File: config.mk
export PLATFORM = sky130hd
export DESIGN_NAME = ppm_power_ctrl
export DESIGN_NICKNAME = d
export VERILOG_FILES = /design/src/pkg/ppm_pkg.sv /design/src/verilog/ppm_power_ctrl.sv
export SDC_FILE = /design/constraint.sdc
export NUM_CORES = 1
export LEC_CHECK = 0
export ABC_CLOCK_PERIOD_IN_PS = 7810
export BUFFER_PORTS_ARGS = -buffer_cell sky130_fd_sc_hd__buf_2
export CAP_MARGIN = 0
export CORE_UTILIZATION = 50
export DETAILED_ROUTE_END_ITERATION = 8
export GPL_TIMING_DRIVEN = 0
export PLACE_DENSITY = 0.74
export SYNTH_ARGS = -nofsm -noshare
export SYNTH_HDL_FRONTEND = slang
export SYNTH_SLANG_ARGS = --single-unit
File: constraint.sdc
create_clock -name clk_in -period 7.81 [get_ports clk_in]
set_input_delay 1.1715 -clock clk_in [delete_from_list [all_inputs] [get_ports clk_in]]
set_output_delay 1.1715 -clock clk_in [all_outputs]
set_load 0.05 [all_outputs]
File: src/pkg/ppm_pkg.sv
package ppm_pkg;

  ////////////////////////////////////////////////////////////////////////////
  // Bus geometry
  localparam int unsigned AXI_ADDR_W = 12;
  localparam int unsigned AXI_DATA_W = 32;
  localparam int unsigned AXI_STRB_W = 4;

  ////////////////////////////////////////////////////////////////////////////
  // Register indices as printed; the byte address is four times the index
  localparam logic [7:0] IDX_CAPS  = 8'h46;
  localparam logic [7:0] IDX_CSR   = 8'h48;
  localparam logic [7:0] IDX_BSE   = 8'h4a;
  localparam logic [7:0] IDX_DATA  = 8'h4b;
  localparam logic [7:0] IDX_EVENT = 8'h50;
  localparam logic [7:0] IDX_MASK  = 8'h51;

  localparam logic [AXI_ADDR_W-1:0] ADDR_CAPS  = {2'h0, IDX_CAPS, 2'h0};
  localparam logic [AXI_ADDR_W-1:0] ADDR_CSR   = {2'h0, IDX_CSR, 2'h0};
  localparam logic [AXI_ADDR_W-1:0] ADDR_BSE   = {2'h0, IDX_BSE, 2'h0};
  localparam logic [AXI_ADDR_W-1:0] ADDR_DATA  = {2'h0, IDX_DATA, 2'h0};
  localparam logic [AXI_ADDR_W-1:0] ADDR_EVENT = {2'h0, IDX_EVENT, 2'h0};
  localparam logic [AXI_ADDR_W-1:0] ADDR_MASK  = {2'h0, IDX_MASK, 2'h0};

  ////////////////////////////////////////////////////////////////////////////
  // Control/status field layout
  localparam int unsigned CSR_FLAG_BIT   = 15;
  localparam int unsigned CSR_SCALE_LSB  = 13;
  localparam int unsigned CSR_INDEX_LSB  = 9;
  localparam int unsigned CSR_ENABLE_BIT = 8;
  localparam int unsigned CSR_STATE_LSB  = 0;
  localparam logic [15:0] CSR_RESET      = 16'h0000;

  // Capabilities: fixed bits, cold-wake bit and aux-current field position
  localparam logic [15:0] CAPS_FIXED   = 16'h7e02;
  localparam int unsigned CAPS_COLD_BIT = 15;
  localparam int unsigned CAPS_AUX_LSB  = 6;

  localparam logic [7:0] BSE_VALUE   = 8'h00;
  localparam logic [7:0] DATA_RESET  = 8'h00;
  localparam logic [1:0] SCALE_RESET = 2'h0;
  localparam int unsigned DATA_LOADABLE = 8;

  ////////////////////////////////////////////////////////////////////////////
  // Power states
  localparam logic [1:0] PWR_D0 = 2'h0;
  localparam logic [1:0] PWR_D3 = 2'h3;

  // Interrupt event bits
  localparam int unsigned EVT_WAKE  = 0;
  localparam int unsigned EVT_STATE = 1;
  localparam int unsigned EVT_W     = 2;
  localparam logic [EVT_W-1:0] EVT_RESET = 2'h0;

  localparam logic [1:0] RESP_OKAY   = 2'h0;
  localparam logic [1:0] RESP_SLVERR = 2'h2;

endpackage : ppm_pkg

File: src/verilog/ppm_power_ctrl.sv
`timescale 1ns/1ps
// How it works
// Internal D3hot-to-D0 reset leaves control/status alone
// Cold-wake capable: wake bits survive PCI reset
// Not capable: PCI reset zeroes whole register
// Wake event sets flag regardless of enable
// Writing one clears flag and PME
// Enable bit gates PME; clear means none
// Four-bit index selects reported power entry
// Scale field gives multiplier of selected value
// Dynamic-data and reserved bits read zero
// Two-bit power state field, D0 to D3
// Bridge-support byte always reads zero
// Sixteen entries, default zero, eight loadable
// Indices eight to fifteen read zero
// Image builder keeps data and aux exclusive
// Capability bit fifteen reports cold wake
// PME driven while flag and enable set
module ppm_power_ctrl (
  input  wire logic        clk_in,
  input  wire logic        sys_rst_in,
  input  wire logic        por_rst_in,
  input  wire logic        wake_from_cold_capable_in,
  input  wire logic [2:0]  aux_current_field_in,
  input  wire logic        wake_event_in,
  input  wire logic        load_valid_in,
  input  wire logic [2:0]  load_index_in,
  input  wire logic [7:0]  load_value_in,
  input  wire logic [1:0]  load_scale_in,
  input  wire logic [11:0] s_axi_awaddr_in,
  input  wire logic        s_axi_awvalid_in,
  output logic             s_axi_awready_out,
  input  wire logic [31:0] s_axi_wdata_in,
  input  wire logic [3:0]  s_axi_wstrb_in,
  input  wire logic        s_axi_wvalid_in,
  output logic             s_axi_wready_out,
  output logic [1:0]       s_axi_bresp_out,
  output logic             s_axi_bvalid_out,
  input  wire logic        s_axi_bready_in,
  input  wire logic [11:0] s_axi_araddr_in,
  input  wire logic        s_axi_arvalid_in,
  output logic             s_axi_arready_out,
  output logic [31:0]      s_axi_rdata_out,
  output logic [1:0]       s_axi_rresp_out,
  output logic             s_axi_rvalid_out,
  input  wire logic        s_axi_rready_in,
  output logic             pme_out,
  output logic             irq_out,
  output logic [1:0]       device_power_state_out,
  output logic             d3hot_exit_rst_out
);

  ////////////////////////////////////////////////////////////////////////////
  // State
  logic        aw_held, next_aw_held;
  logic [11:0] aw_addr, next_aw_addr;
  logic        w_held, next_w_held;
  logic [31:0] w_data, next_w_data;
  logic [3:0]  w_strb, next_w_strb;
  logic        bvalid, next_bvalid;
  logic [1:0]  bresp, next_bresp;
  logic        rvalid, next_rvalid;
  logic [31:0] rdata, next_rdata;
  logic [1:0]  rresp, next_rresp;
  logic [1:0]  power_state, next_power_state;
  logic [3:0]  value_index, next_value_index;
  logic        exit_pulse, next_exit_pulse;
  logic        wake_event_flag, next_wake_event_flag;
  logic        wake_event_enable, next_wake_event_enable;
  logic [7:0]  value_table [ppm_pkg::DATA_LOADABLE], next_value_table [ppm_pkg::DATA_LOADABLE];
  logic [1:0]  scale_table [ppm_pkg::DATA_LOADABLE], next_scale_table [ppm_pkg::DATA_LOADABLE];
  logic [ppm_pkg::EVT_W-1:0] event_status, next_event_status;
  logic [ppm_pkg::EVT_W-1:0] event_mask, next_event_mask;

  logic        do_write;
  logic        wr_csr;
  logic        wr_event;
  logic        wr_mask;
  logic        wr_mapped;
  logic        rd_mapped;
  logic [7:0]  power_value_byte;
  logic [1:0]  selected_scale;
  logic [15:0] csr_word;
  logic [15:0] caps_word;

  ////////////////////////////////////////////////////////////////////////////
  // Decode and read views
  assign do_write  = aw_held && w_held && !bvalid;
  assign wr_csr    = do_write && (aw_addr[11:2] == ppm_pkg::ADDR_CSR[11:2]);
  assign wr_event  = do_write && (aw_addr[11:2] == ppm_pkg::ADDR_EVENT[11:2]);
  assign wr_mask   = do_write && (aw_addr[11:2] == ppm_pkg::ADDR_MASK[11:2]);
  assign wr_mapped = (aw_addr[11:2] == ppm_pkg::ADDR_CAPS[11:2]) || (aw_addr[11:2] == ppm_pkg::ADDR_CSR[11:2])
                  || (aw_addr[11:2] == ppm_pkg::ADDR_BSE[11:2]) || (aw_addr[11:2] == ppm_pkg::ADDR_DATA[11:2])
                  || (aw_addr[11:2] == ppm_pkg::ADDR_EVENT[11:2]) || (aw_addr[11:2] == ppm_pkg::ADDR_MASK[11:2]);

  // Upper half of the table is never loaded and always reads zero
  always_comb begin
    if (value_index[3]) begin
      power_value_byte = ppm_pkg::DATA_RESET;
      selected_scale   = ppm_pkg::SCALE_RESET;
    end else begin
      power_value_byte = value_table[value_index[2:0]];
      selected_scale   = scale_table[value_index[2:0]];
    end
  end

  always_comb begin
    csr_word = 16'h0000;
    csr_word[ppm_pkg::CSR_FLAG_BIT] = wake_event_flag;
    csr_word[ppm_pkg::CSR_SCALE_LSB +: 2] = selected_scale;
    csr_word[ppm_pkg::CSR_INDEX_LSB +: 4] = value_index;
    csr_word[ppm_pkg::CSR_ENABLE_BIT] = wake_event_enable;
    csr_word[ppm_pkg::CSR_STATE_LSB +: 2] = power_state;
  end

  always_comb begin
    caps_word = ppm_pkg::CAPS_FIXED;
    caps_word[ppm_pkg::CAPS_COLD_BIT] = wake_from_cold_capable_in;
    caps_word[ppm_pkg::CAPS_AUX_LSB +: 3] = aux_current_field_in;
  end

  ////////////////////////////////////////////////////////////////////////////
  // AXI4-Lite slave
  assign s_axi_awready_out = !aw_held && !bvalid;
  assign s_axi_wready_out  = !w_held && !bvalid;
  assign s_axi_arready_out = !rvalid;
  assign s_axi_bvalid_out  = bvalid;
  assign s_axi_bresp_out   = bresp;
  assign s_axi_rvalid_out  = rvalid;
  assign s_axi_rdata_out   = rdata;
  assign s_axi_rresp_out   = rresp;

  always_comb begin
    next_aw_held = aw_held;
    next_aw_addr = aw_addr;
    next_w_held  = w_held;
    next_w_data  = w_data;
    next_w_strb  = w_strb;
    next_bvalid  = bvalid;
    next_bresp   = bresp;
    next_rvalid  = rvalid;
    next_rdata   = rdata;
    next_rresp   = rresp;
    rd_mapped    = 1'b1;
    if (s_axi_awvalid_in && s_axi_awready_out) begin
      next_aw_held = 1'b1;
      next_aw_addr = s_axi_awaddr_in;
    end
    if (s_axi_wvalid_in && s_axi_wready_out) begin
      next_w_held = 1'b1;
      next_w_data = s_axi_wdata_in;
      next_w_strb = s_axi_wstrb_in;
    end
    if (do_write) begin
      next_aw_held = 1'b0;
      next_w_held  = 1'b0;
      next_bvalid  = 1'b1;
      next_bresp   = wr_mapped ? ppm_pkg::RESP_OKAY : ppm_pkg::RESP_SLVERR;
    end else if (bvalid && s_axi_bready_in) begin
      next_bvalid = 1'b0;
    end
    if (s_axi_arvalid_in && s_axi_arready_out) begin
      next_rvalid = 1'b1;
      next_rdata  = 32'h0000_0000;
      case (s_axi_araddr_in[11:2])
        ppm_pkg::ADDR_CAPS[11:2]:  next_rdata[15:0] = caps_word;
        ppm_pkg::ADDR_CSR[11:2]:   next_rdata[15:0] = csr_word;
        ppm_pkg::ADDR_BSE[11:2]:   next_rdata[7:0]  = ppm_pkg::BSE_VALUE;
        ppm_pkg::ADDR_DATA[11:2]:  next_rdata[7:0]  = power_value_byte;
        ppm_pkg::ADDR_EVENT[11:2]: next_rdata[ppm_pkg::EVT_W-1:0] = event_status;
        ppm_pkg::ADDR_MASK[11:2]:  next_rdata[ppm_pkg::EVT_W-1:0] = event_mask;
        default:                   rd_mapped = 1'b0;
      endcase
      next_rresp = rd_mapped ? ppm_pkg::RESP_OKAY : ppm_pkg::RESP_SLVERR;
    end else if (rvalid && s_axi_rready_in) begin
      next_rvalid = 1'b0;
    end
  end

  always_ff @(posedge clk_in or posedge sys_rst_in) begin
    if (sys_rst_in) begin
      aw_held <= 1'b0;
      aw_addr <= 12'h000;
      w_held  <= 1'b0;
      w_data  <= 32'h0000_0000;
      w_strb  <= 4'h0;
      bvalid  <= 1'b0;
      bresp   <= ppm_pkg::RESP_OKAY;
      rvalid  <= 1'b0;
      rdata   <= 32'h0000_0000;
      rresp   <= ppm_pkg::RESP_OKAY;
    end else begin
      aw_held <= next_aw_held;
      aw_addr <= next_aw_addr;
      w_held  <= next_w_held;
      w_data  <= next_w_data;
      w_strb  <= next_w_strb;
      bvalid  <= next_bvalid;
      bresp   <= next_bresp;
      rvalid  <= next_rvalid;
      rdata   <= next_rdata;
      rresp   <= next_rresp;
    end
  end

  ////////////////////////////////////////////////////////////////////////////
  // Power state and index; only PCI reset touches them
  always_comb begin
    next_power_state = power_state;
    next_value_index = value_index;
    next_exit_pulse  = 1'b0;
    if (wr_csr && w_strb[0]) begin
      next_power_state = w_data[ppm_pkg::CSR_STATE_LSB +: 2];
      // Going from D3hot to D0 resets the function, not this register
      next_exit_pulse  = (power_state == ppm_pkg::PWR_D3) && (next_power_state == ppm_pkg::PWR_D0);
    end
    if (wr_csr && w_strb[1]) begin
      next_value_index = w_data[ppm_pkg::CSR_INDEX_LSB +: 4];
    end
  end

  always_ff @(posedge clk_in or posedge sys_rst_in) begin
    if (sys_rst_in) begin
      power_state <= ppm_pkg::CSR_RESET[ppm_pkg::CSR_STATE_LSB +: 2];
      value_index <= ppm_pkg::CSR_RESET[ppm_pkg::CSR_INDEX_LSB +: 4];
      exit_pulse  <= 1'b0;
    end else begin
      power_state <= next_power_state;
      value_index <= next_value_index;
      exit_pulse  <= next_exit_pulse;
    end
  end

  assign device_power_state_out = power_state;
  assign d3hot_exit_rst_out     = exit_pulse;

  ////////////////////////////////////////////////////////////////////////////
  // Wake bits: power-on reset clears them; PCI reset clears them only when
  // cold wake is not supported, done synchronously since the strap is a port
  always_comb begin
    next_wake_event_flag   = wake_event_flag;
    next_wake_event_enable = wake_event_enable;
    if (wr_csr && w_strb[1]) begin
      next_wake_event_enable = w_data[ppm_pkg::CSR_ENABLE_BIT];
      if (w_data[ppm_pkg::CSR_FLAG_BIT]) begin
        next_wake_event_flag = 1'b0;
      end
    end
    if (wake_event_in) begin
      next_wake_event_flag = 1'b1;
    end
    if (sys_rst_in) begin
      if (wake_from_cold_capable_in) begin
        next_wake_event_flag   = wake_event_flag | wake_event_in;
        next_wake_event_enable = wake_event_enable;
      end else begin
        next_wake_event_flag   = ppm_pkg::CSR_RESET[ppm_pkg::CSR_FLAG_BIT];
        next_wake_event_enable = ppm_pkg::CSR_RESET[ppm_pkg::CSR_ENABLE_BIT];
      end
    end
  end

  always_ff @(posedge clk_in or posedge por_rst_in) begin
    if (por_rst_in) begin
      wake_event_flag   <= 1'b0;
      wake_event_enable <= 1'b0;
    end else begin
      wake_event_flag   <= next_wake_event_flag;
      wake_event_enable <= next_wake_event_enable;
    end
  end

  assign pme_out = wake_event_flag && wake_event_enable;               // see

  ////////////////////////////////////////////////////////////////////////////
  // Power data table, loaded by the configuration memory reader
  always_comb begin
    for (int i = 0; i < ppm_pkg::DATA_LOADABLE; i++) begin
      next_value_table[i] = value_table[i];
      next_scale_table[i] = scale_table[i];
    end
    if (load_valid_in) begin
      next_value_table[load_index_in] = load_value_in;
      next_scale_table[load_index_in] = load_scale_in;
    end
  end

  always_ff @(posedge clk_in or posedge sys_rst_in) begin
    if (sys_rst_in) begin
      for (int i = 0; i < ppm_pkg::DATA_LOADABLE; i++) begin
        value_table[i] <= ppm_pkg::DATA_RESET;
        scale_table[i] <= ppm_pkg::SCALE_RESET;
      end
    end else begin
      for (int i = 0; i < ppm_pkg::DATA_LOADABLE; i++) begin
        value_table[i] <= next_value_table[i];
        scale_table[i] <= next_scale_table[i];
      end
    end
  end

  ////////////////////////////////////////////////////////////////////////////
  // Interrupt status and mask; a new event wins over a same-cycle clear
  always_comb begin
    next_event_status = event_status;
    next_event_mask   = event_mask;
    if (wr_event && w_strb[0]) begin
      next_event_status = event_status & ~w_data[ppm_pkg::EVT_W-1:0];
    end
    if (wr_mask && w_strb[0]) begin
      next_event_mask = w_data[ppm_pkg::EVT_W-1:0];
    end
    if (wake_event_in) begin
      next_event_status[ppm_pkg::EVT_WAKE] = 1'b1;
    end
    if (next_power_state != power_state) begin
      next_event_status[ppm_pkg::EVT_STATE] = 1'b1;
    end
  end

  always_ff @(posedge clk_in or posedge sys_rst_in) begin
    if (sys_rst_in) begin
      event_status <= ppm_pkg::EVT_RESET;
      event_mask   <= ppm_pkg::EVT_RESET;
    end else begin
      event_status <= next_event_status;
      event_mask   <= next_event_mask;
    end
  end

  assign irq_out = |(event_status & event_mask);

endmodule : ppm_power_ctrl

==> flow_summary_export.csv, run 1 <==
group,metric,value,unit
status,status,"finished, final reports clean",
sta,finClkSkew,8.36,ps
route,route.vias.total,4139,
route,wl_per_cell,17.8,µm
route,viasPerCell,5.44,
route,drtPass1Iterations,5,
final_layout,area_delta_synth_final,20.8,%
floorplanning,die-height,114,µm
critical_path,cp.arrival,1270,ps
floorplanning,initial_core_util,51.8,%
sta,slew_headroom,30.6,%
pwr,total_power,2.28,mW
final_layout,mostFrequentLayoutCell,"dfrtp_1",
sta,period_minus_slack,2440,ps
clock_tree,cts_buffers,17,
final_layout,layout.cells.most_common_list,"135 x dfrtp_1, 108 x mux2_2, 89 x buf_2",
job,maxCapViolCount,0,
critical_path,setup.worst_path.end_class,"output port",
final_layout,nets,667,
floorplanning,core_area,0.0122,mm²
logic_synthesis,yosysWarnings,0,
sta,setup_tns,0,ps
grt,antenna_found_initial,0,
hold_path,hold_class,"flop to flop",
route,ant_nets,0,
grt,grt_pass1_wl,21800,µm
clock_tree,cts_setup_buffers,0,
pwr,peakVddDrop,119,µV
sta,rsz0062_at_grt,"false",
sta,timing.final.ws_setup,5370,ps
final_layout,num_antenna_cells,0,
placed_design,gp_congestion,0.800,
clock_tree,cts_resized,0,
route,drc,0,
final_layout,drive_gt1_share,47.9,%
sta,tightest_slew,1030,ps
clock_tree,cts_sinks,135,
floorplanning,die-area,0.0131,mm²
sta,whs,478,ps
clock_tree,htreeDepth,4,
final_layout,post-route-util,62.6,%
placed_design,dp_slack,5010,ps
grt,grt_overflow,0,
logic_synthesis,yosysSeqAreaShare,53.6,%
grt,grt_start_max_net_pins,81,
route,wl,13500,µm
critical_path,crit_path_start_kind,"flop",
final_layout,n_fill_cell,944,
logic_synthesis,netlist_instances,462,
logic_synthesis,synth_seq_cells,135,
floorplanning,die_w,114,µm
logic_synthesis,synth_cell_types,55,
clock_tree,root_buffer,"clkbuf_16",
logic_synthesis,synth-edff-count,0,
grt,grt_usage,22.3,%
grt,grt_pass1_vias,4291,
final_layout,design_area,0.00761,mm²
sta,fmaxAchievable,410,MHz
logic_synthesis,synth_ff_type,"dfrtp_1",
pwr,leakagePower,3.36,nW
final_layout,fin_cells,761,
placed_design,portBuffers,81,
logic_synthesis,syn_area,0.00630,mm²
logic_synthesis,synth-async-reset-ratio,100,%
route,drtIter0Drc,250,
floorplanning,rows,40,
clock_tree,tritoncts,"built",
sta,hold_viol_final,0,
critical_path,required,6640,ps
placed_design,post_dp_cell_area,0.00701,mm²
sta,post-route-period-util,31.2,%
sta,drv_slew,0,
clock_tree,cts.clk_slew.worst_paths,60,ps
clock_tree,cts.path.max_buffers,2,
logic_synthesis,synth.avg_cell_area,13.6,µm²
placed_design,dpl.cell_count,729,
pwr,power_density,299,mW/mm²
critical_path,crit_fanout,3,
placed_design,dpl.hpwl,9250,µm
clock_tree,hold_buffers,0,
clock_tree,clock_latency,410,ps
floorplanning,boundaryPins,133,
critical_path,path_class,"flop to output port",
sta,setup_viol,0,
-- report_power, final --
| part | total (mW) | internal [mW] | switching, mW |
|---|---|---|---|
| logic | 0.502 | 0.237 | 0.266 |
| clock network | 0.800 | 0.492 | 0.308 |
| registers | 0.975 | 0.867 | 0.108 |
| total | 2.28 | 1.60 | 0.682 |
-- routing by layer --
metal	wire length, µm	vias up	track usage (%)	part of all wire [%]
met1	6050	2113	29.2	45
met2	6700	112	37.2	50
met5	0	-	0	0
li1	-	1902	-	-
met3	624	12	5.29	4.6
met4	135	0	6.32	1.0
-- worst max-delay path, cell delays in order, from the launching register on --
cell     delay (ps)
dfrtp_1         400
a22o_1          250
buf_2           210
-- synthesized netlist by cell type, drive strengths merged, types with 2 or more instances --
library cell  number  share of area [%]
dfrtp            135                 54
mux2             108                 19
buf               30                3.4
mux4              18                6.4
nor2              17                1.0
nand2             15               0.89
a21oi             12               0.95
inv               11               0.66
clkbuf            10               0.60
mux2i             10                1.6
nand3              9               0.71
o21ai              9               0.71
a31oi              5               0.50
nor3               5               0.56
nor4               5                1.3
and2               4               0.42
nand2b             4               0.40
nor2b              4               0.40
a22oi              3               0.36
and3               3               0.30
nand3b             3               0.36
nand4              3               0.30
nand4b             3               0.42
nor3b              3               0.36
o21a               3               0.36
or3b               3               0.50
a21o               2               0.24
a221oi             2               0.28
a31o               2               0.28
nor4b              2               0.38
o211ai             2               0.24
o311ai             2               0.28
or3                2               0.20
-- final timing paths --
check / startpoint / end / slack [ps] / cells after the start
min in group asynchronous: por_rst_in / wake_event_enable / 600 / 2
worst max register to register: aw_addr[9] / value_index[2] / 5780 / 4
max in group asynchronous: sys_rst_in / value_table[27] / 6240 / 3
worst max-delay path: event_status[0] / irq_out / 5370 / 2
worst min register to register: s_axi_rdata_out[2] / s_axi_rdata_out[2] / 480 / 2
worst min-delay path: s_axi_rdata_out[2] / s_axi_rdata_out[2] / 480 / 2
-- kinds of logic (layout without fill, tap and decap cells) --
group           count (synthesis)  after routing  share of synthesized area, %
xor+xnor                        1              1                         0.139
compound gates                 48             48                          4.97
simple gates                   90             90                          9.26
flops                         135            135                          53.6
mux                           136            136                          27.3
other cells                     1             18                        0.0595
buf+inv                        51            165                          4.63
-- flip-flops by register name, indices dropped and copies added (netlist names), 4 cells and up --
| signal | cells |
|---|---|
| value_table | 64 |
| s_axi_rdata_out | 16 |
| scale_table | 16 |
| aw_addr | 10 |
| w_data | 8 |
| value_index | 4 |
-- final cells by class --
class | instances | area (µm²) | area share, %
sequential | 135 | 3380 | 44.4
multi-input combinational | 293 | 2690 | 35.4
clock buffer | 20 | 457 | 6.00
timing repair buffer | 82 | 433 | 5.69
buffer | 40 | 250 | 3.29
tap | 168 | 210 | 2.76
clock inverter | 12 | 144 | 1.89
inverter | 11 | 46.3 | 0.608
No activity file was read; power rests on OpenSTA's default activity.
==> inputs of run 2 (changes only) <==
--- a/config.mk
+++ b/config.mk
@@ -5,7 +5,8 @@
 export SDC_FILE = /design/constraint.sdc
 export NUM_CORES = 1
 export LEC_CHECK = 0
-export ABC_CLOCK_PERIOD_IN_PS = 7810
+export ABC_AREA = 1
+export ABC_CLOCK_PERIOD_IN_PS = 2400
 export BUFFER_PORTS_ARGS = -buffer_cell sky130_fd_sc_hd__buf_2
 export CAP_MARGIN = 0
 export CORE_UTILIZATION = 50
==> constraint.sdc (replaced) <==
create_clock -name clk_in -period 2.4 [get_ports clk_in]
set_input_delay 0.36 -clock clk_in [delete_from_list [all_inputs] [get_ports clk_in]]
set_output_delay 0.36 -clock clk_in [all_outputs]
set_load 0.05 [all_outputs]
==> run 2 against run 1 <==
Against the previous run: flip-flop and latch count unchanged; clock skew decreased by 3.1 ps; register-to-register slack got worse by 5000 ps.
==> flow_summary_export.csv, run 2 <==
group,metric,value,unit
sta,fmaxAchievable,578,MHz
grt,grt_overflow,0,
final_layout,nets,1014,
logic_synthesis,synth-async-reset-ratio,100,%
route,viasPerCell,5.03,
sta,whs,118,ps
job,maxCapViolCount,0,
sta,drv_slew,0,
logic_synthesis,synth-edff-count,0,
logic_synthesis,synth_ff_type,"dfrtp_1",
clock_tree,hold_buffers,1,
floorplanning,boundaryPins,133,
clock_tree,cts_sinks,135,
logic_synthesis,yosys.area.top_type,"dfrtp_1",
clock_tree,cts_resized,0,
pwr,leakagePower,4.02,nW
floorplanning,rows,41,
logic_synthesis,synthTopCellsByArea,"dfrtp_1 53%, nand2_1 14%, o21ai_0 7.9%",
grt,grt_pass1_wl,25800,µm
route,wl_per_cell,14.2,µm
sta,slew_headroom,40.9,%
placed_design,dpl.cell_count,1079,
critical_path,required,2040,ps
final_layout,mostFrequentLayoutCell,"nand2_1",
clock_tree,root_buffer,"clkbuf_16",
pwr,seqPwrFrac,43.0,%
logic_synthesis,netlist_instances,803,
pwr,p_clk_share,35.1,%
floorplanning,die-height,115,µm
critical_path,regToRegSetupSlack,770,ps
pwr,total_power,7.15,mW
critical_path,cpLargestDelayFamily,"flip-flops",
floorplanning,core_area,0.0126,mm²
placed_design,gp_congestion,0.825,
grt,grt_start_max_net_pins,40,
sta,period_minus_slack,1730,ps
route,route.vias.total,5589,
status,status,"finished, final reports clean",
sta,setup_viol,0,
clock_tree,cts.path.max_buffers,2,
clock_tree,cts_setup_buffers,0,
logic_synthesis,synth_cell_types,31,
final_layout,layout.cells.most_common_list,"240 x nand2_1, 135 x dfrtp_1, 101 x o21ai_0",
pwr,p_int,4.73,mW
logic_synthesis,synth_most_common_cell,"nand2_1",
grt,antenna_found_initial,0,
critical_path,crit_chain,"nor2_1, buf_2",
route,drtPass1Iterations,7,
clock_tree,htreeDepth,4,
sta,setup_tns,0,ps
final_layout,fin_cells,1112,
placed_design,dpl.hpwl,11300,µm
sta,finClkSkew,5.28,ps
floorplanning,die-area,0.0133,mm²
pwr,p_sw_share,33.8,%
pwr,peakVddDrop,799,µV
grt,grt_usage,25.7,%
logic_synthesis,synth_top_area_share,52.5,%
clock_tree,cts.clk_slew.worst_paths,60,ps
critical_path,crit_slowest_cell,"dfrtp_1",
sta,post-route-period-util,72.0,%
final_layout,area_delta_synth_final,20.9,%
logic_synthesis,yosysWarnings,0,
sta,rsz0062_at_grt,"false",
logic_synthesis,yosysSeqAreaShare,52.5,%
final_layout,top_register,"value_table",
clock_tree,tritoncts,"built",
final_layout,post-route-util,61.9,%
placed_design,dp_slack,279,ps
critical_path,max_stage_delay,440,ps
pwr,power_frac_comb,22.0,%
final_layout,design_area,0.00778,mm²
sta,hold_viol_final,0,
logic_synthesis,synth_common_cells,"240 x nand2_1, 135 x dfrtp_1, 101 x o21ai_0",
hold_path,hold_class,"primary input to asynchronous set/reset pin",
sta,timing.final.ws_setup,671,ps
final_layout,num_antenna_cells,0,
critical_path,crit_fanout,4,
grt,grt_pass1_vias,5191,
final_layout,largest_reg_flops,64,
floorplanning,initial_core_util,51.2,%
logic_synthesis,synth.avg_cell_area,8.01,µm²
critical_path,crit_buf_inv,1,
pwr,power_density,919,mW/mm²
route,ant_nets,0,
clock_tree,clock_latency,440,ps
clock_tree,cts_buffers,17,
critical_path,path_class,"flop to output port",
pwr,p_switching,2.42,mW
critical_path,crit_path_start_kind,"flop",
placed_design,portBuffers,84,
critical_path,setup.worst_path.end_class,"output port",
route,drtIter0Drc,469,
route,drc,0,
final_layout,drive_gt1_share,19.9,%
sta,tightest_slew,885,ps
logic_synthesis,syn_area,0.00643,mm²
floorplanning,die_w,115,µm
route,wl,15800,µm
logic_synthesis,synth_seq_cells,135,
placed_design,post_dp_cell_area,0.00720,mm²
critical_path,cp.arrival,1370,ps
run 2: cell types whose count changed after synthesis, sizes merged, moves of 8 or more:
cell   delta
o22ai     +8
o21ai   +101
mux2     -99
nand2   +227
inv      +57
nor2     +80
a21oi    +15
mux4     -18
nand3    +29
mux2i    -10
run 2: path summary, 6_finish.rpt:
kind,from,end,cells after the start
setup reg to reg,value_index[1],s_axi_rdata_out[3],8
setup / recovery,s_axi_bvalid_out,s_axi_awready_out,2
hold / removal,sys_rst_in,device_power_state_out[0],2
min in group clk_in,s_axi_bready_in,s_axi_bvalid_out,2
max in group asynchronous,sys_rst_in,value_table[42],4
hold reg to reg,s_axi_rdata_out[6],s_axi_rdata_out[6],2
run 2: area by class of cell:
cell class / count / area (µm²)
multi-input combinational: 565 / 2560
tap: 172 / 215
sequential: 135 / 3380
timing repair buffer: 88 / 490
clock inverter: 15 / 149
buffer: 51 / 303
clock buffer: 17 / 425
inverter: 69 / 263
fill: 1139 / 4790
run 2: kinds of logic (layout without fill, tap and decap cells):
| kind of cell | after synthesis | count (layout) | synth area share (%) |
|---|---|---|---|
| mux | 9 | 9 | 1.58 |
| simple gates | 388 | 388 | 25.1 |
| flops | 135 | 135 | 52.5 |
| compound gates | 150 | 150 | 12.0 |
| other cells | 1 | 18 | 0.0583 |
| buf+inv | 120 | 240 | 8.73 |
run 2: layer usage:
metal	GRT usage (%)	vias up	part of all wire [%]
met2	37.5	191	46
met3	5.91	34	7.2
met5	0	-	0
li1	-	2783	-
met4	12.9	0	2.7
met1	36.1	2581	44
run 2: power by group through the flow:
stage          clock (mW)  combinational [mW]  sequential (mW)
5_1_grt              2.65                1.75             3.13
4_1_cts              2.54                1.58             3.07
3_3_place_gp            0                1.52             3.09
3_5_place_dp            0                1.57             3.10
6_report             2.51                1.57             3.07
2_1_floorplan           0                1.01             3.24
run 2: worst register-to-register path: stages, from the launching register on:
cell and delay [ps]:
dfrtp_1 450, inv_1 100, clkbuf_1 360, o21ai_0 170, o22ai_1 130, nand2_1 110
nand2_1 120, nand2_1 60, nand2_1 70
==> inputs of run 3 (changes only) <==
--- a/config.mk
+++ b/config.mk
@@ -6,7 +6,7 @@
 export NUM_CORES = 1
 export LEC_CHECK = 0
 export ABC_AREA = 1
-export ABC_CLOCK_PERIOD_IN_PS = 2400
+export ABC_CLOCK_PERIOD_IN_PS = 1600
 export BUFFER_PORTS_ARGS = -buffer_cell sky130_fd_sc_hd__buf_2
 export CAP_MARGIN = 0
 export CORE_UTILIZATION = 50
==> constraint.sdc (replaced) <==
create_clock -name clk_in -period 1.6 [get_ports clk_in]
set_input_delay 0.24 -clock clk_in [delete_from_list [all_inputs] [get_ports clk_in]]
set_output_delay 0.24 -clock clk_in [all_outputs]
set_load 0.05 [all_outputs]
==> run 3 against run 2 <==
Against the previous run: sequential share of layout area decreased by 0.54 points; worst hold slack worse by 110 ps; total power is 55% higher; sequential power up 51%; global-route usage increased by 0.77 points; via count is 2.7% higher; register-to-register slack worse by 700 ps; first-iteration DRC count increased by 9.0%; critical endpoint is now irq_out; critical path type unchanged; core utilization up 0.81 points.
==> flow_summary_export.csv, run 3 (same netlist as run 2, synthesis figures left out) <==
group,metric,value,unit
placed_design,dp_slack,-419,ps
sta,drv_slew,0,
floorplanning,boundaryPins,133,
critical_path,max_stage_delay,420,ps
route,dr_wl_met3,1100,µm
final_layout,mostFrequentLayoutCell,"nand2_1",
final_layout,drive_gt1_share,20.4,%
final_layout,largest_reg_flops,64,
route,viasPerCell,5.14,
critical_path,crit_chain,"a22o_1, buf_2",
pwr,peakVddDrop,1310,µV
pwr,power_density,1410,mW/mm²
critical_path,path_class,"flop to output port",
placed_design,portBuffers,84,
critical_path,crit_path_start_kind,"flop",
route,drc,0,
job,maxCapViolCount,0,
critical_path,regToRegSetupSlack,70,ps
status,status,"finished, final reports clean",
final_layout,post-route-util,62.7,%
route,met2_length,7850,µm
clock_tree,cts_buffers,17,
clock_tree,clock_latency,420,ps
sta,finClkSkew,6.01,ps
final_layout,area_delta_synth_final,22.5,%
final_layout,top_register,"value_table",
critical_path,setup.worst_path.end_class,"output port",
final_layout,seqCellArea,0.00338,mm²
critical_path,crit_slowest_cell,"dfrtp_1",
clock_tree,htreeDepth,4,
floorplanning,die-height,115,µm
sta,timing.final.ws_setup,54.2,ps
route,ant_nets,0,
sta,rsz0062_at_grt,"false",
grt,grt_overflow,0,
floorplanning,die_w,115,µm
final_layout,num_antenna_cells,0,
clock_tree,cts_sinks,135,
floorplanning,rows,41,
hold_path,hold_class,"primary input to flop",
route,wl_per_cell,15.0,µm
route,wl_met1,7450,µm
final_layout,n_fill_cell,1075,
grt,grt_start_max_net_pins,41,
sta,post-route-period-util,96.6,%
floorplanning,die-area,0.0133,mm²
grt,grt_pass1_wl,26400,µm
clock_tree,root_buffer,"clkbuf_16",
pwr,leakagePower,4.06,nW
floorplanning,core_area,0.0126,mm²
clock_tree,cts.path.max_buffers,2,
clock_tree,tritoncts,"built",
placed_design,dpl.hpwl,11400,µm
placed_design,gp_congestion,0.824,
final_layout,layout.cells.most_common_list,"240 x nand2_1, 134 x dfrtp_1, 100 x o21ai_0",
sta,tightest_slew,1040,ps
critical_path,required,1360,ps
sta,period_minus_slack,1550,ps
final_layout,design_area,0.00788,mm²
grt,grt_usage,26.5,%
final_layout,multiInputGateArea,0.00257,mm²
critical_path,crit_buf_inv,1,
sta,slew_headroom,30.6,%
sta,setup_viol,0,
route,wl,16800,µm
floorplanning,initial_core_util,51.2,%
sta,hold_viol_final,0,
grt,antenna_found_initial,0,
critical_path,cpLargestDelayFamily,"flip-flops",
placed_design,post_dp_cell_area,0.00721,mm²
critical_path,crit_fanout,3,
grt,grt_pass1_vias,5269,
route,route.vias.total,5741,
critical_path,cp.arrival,1310,ps
sta,fmaxAchievable,647,MHz
route,drtPass1Iterations,8,
clock_tree,cts.clk_slew.worst_paths,60,ps
final_layout,nets,1018,
route,drtIter0Drc,511,
route,top_layer_used,"met4",
## run 3: cell count changes in the layout (fill, tap and decap cells not counted), moves of 2 or more
| cell | previous run | this run |
|---|---|---|
| clkinv_2 | 0 | 2 |
| bufinv_16 | 1 | 3 |
| clkinv_4 | 6 | 2 |
| buf_2 | 97 | 95 |
| dlygate4sd3_1 | 1 | 4 |
| nor2_4 | 4 | 6 |
## run 3: per-layer routing
layer	vias to the layer above	track usage [%]
li1	2798	-
met1	2690	35.6
met2	220	41.6
met3	33	6.54
met4	0	9.96
met5	-	0
## run 3: final cells by class
type | instances | share of cell area [%]
Timing Repair Buffer | 91 | 6.60
Clock inverter | 14 | 2.21
Buffer | 51 | 3.92
Timing Repair inverter | 1 | 0.0635
Inverter | 69 | 3.38
Tap cell | 172 | 2.73
Sequential cell | 135 | 42.9
Clock buffer | 18 | 5.57
Multi-Input combinational cell | 565 | 32.6
## run 3: path summary, 6_finish.rpt
path,start,cells past startpoint,endpoint
max,event_status[0],2,irq_out
min,s_axi_rready_in,2,s_axi_rvalid_out
max reg2reg,value_index[1],10,s_axi_rdata_out[6]
min reg2reg,s_axi_rdata_out[7],2,s_axi_rdata_out[7]
max in group asynchronous,sys_rst_in,3,value_index[1]
min in group asynchronous,sys_rst_in,2,event_status[0]
## run 3: metrics by stage
stage	TNS (ps)	instances	hold WS, ps	power [mW]
2_1_floorplan	-47020	820	-18.8	6.41
3_3_place_gp	-159350	1076	102	6.95
3_5_place_dp	-650	1079	107	7.05
4_1_cts	0	1113	1.54	11.1
5_1_grt	0	1116	17.8	11.6
6_report	0	1116	13.2	11.1
## run 3: timing repair
item / in CTS / in global routing
resized for setup: 0 / 8
setup buffers: 0 / 0
hold buffers: 2 / 2
hold endpoints to repair: 3 / 18
endpoints found under the setup margin: 0 / 16
## run 3: where the power goes
group | switching, mW | leakage, nW | internal, mW
Sequential | 0.472 | 1.67 | 4.17
Combinational | 1.60 | 2.10 | 0.792
Clock | 1.55 | 0.289 | 2.50
## run 3: worst register-to-register path: cells and delay by family, from the launching register on
| family | cells | cell delay [ps] |
|---|---|---|
| AOI/OAI and AO/OA | 2 | 320 |
| buffers and inverters | 2 | 300 |
| DFF | 1 | 450 |
| and+or+nand+nor | 6 | 400 |
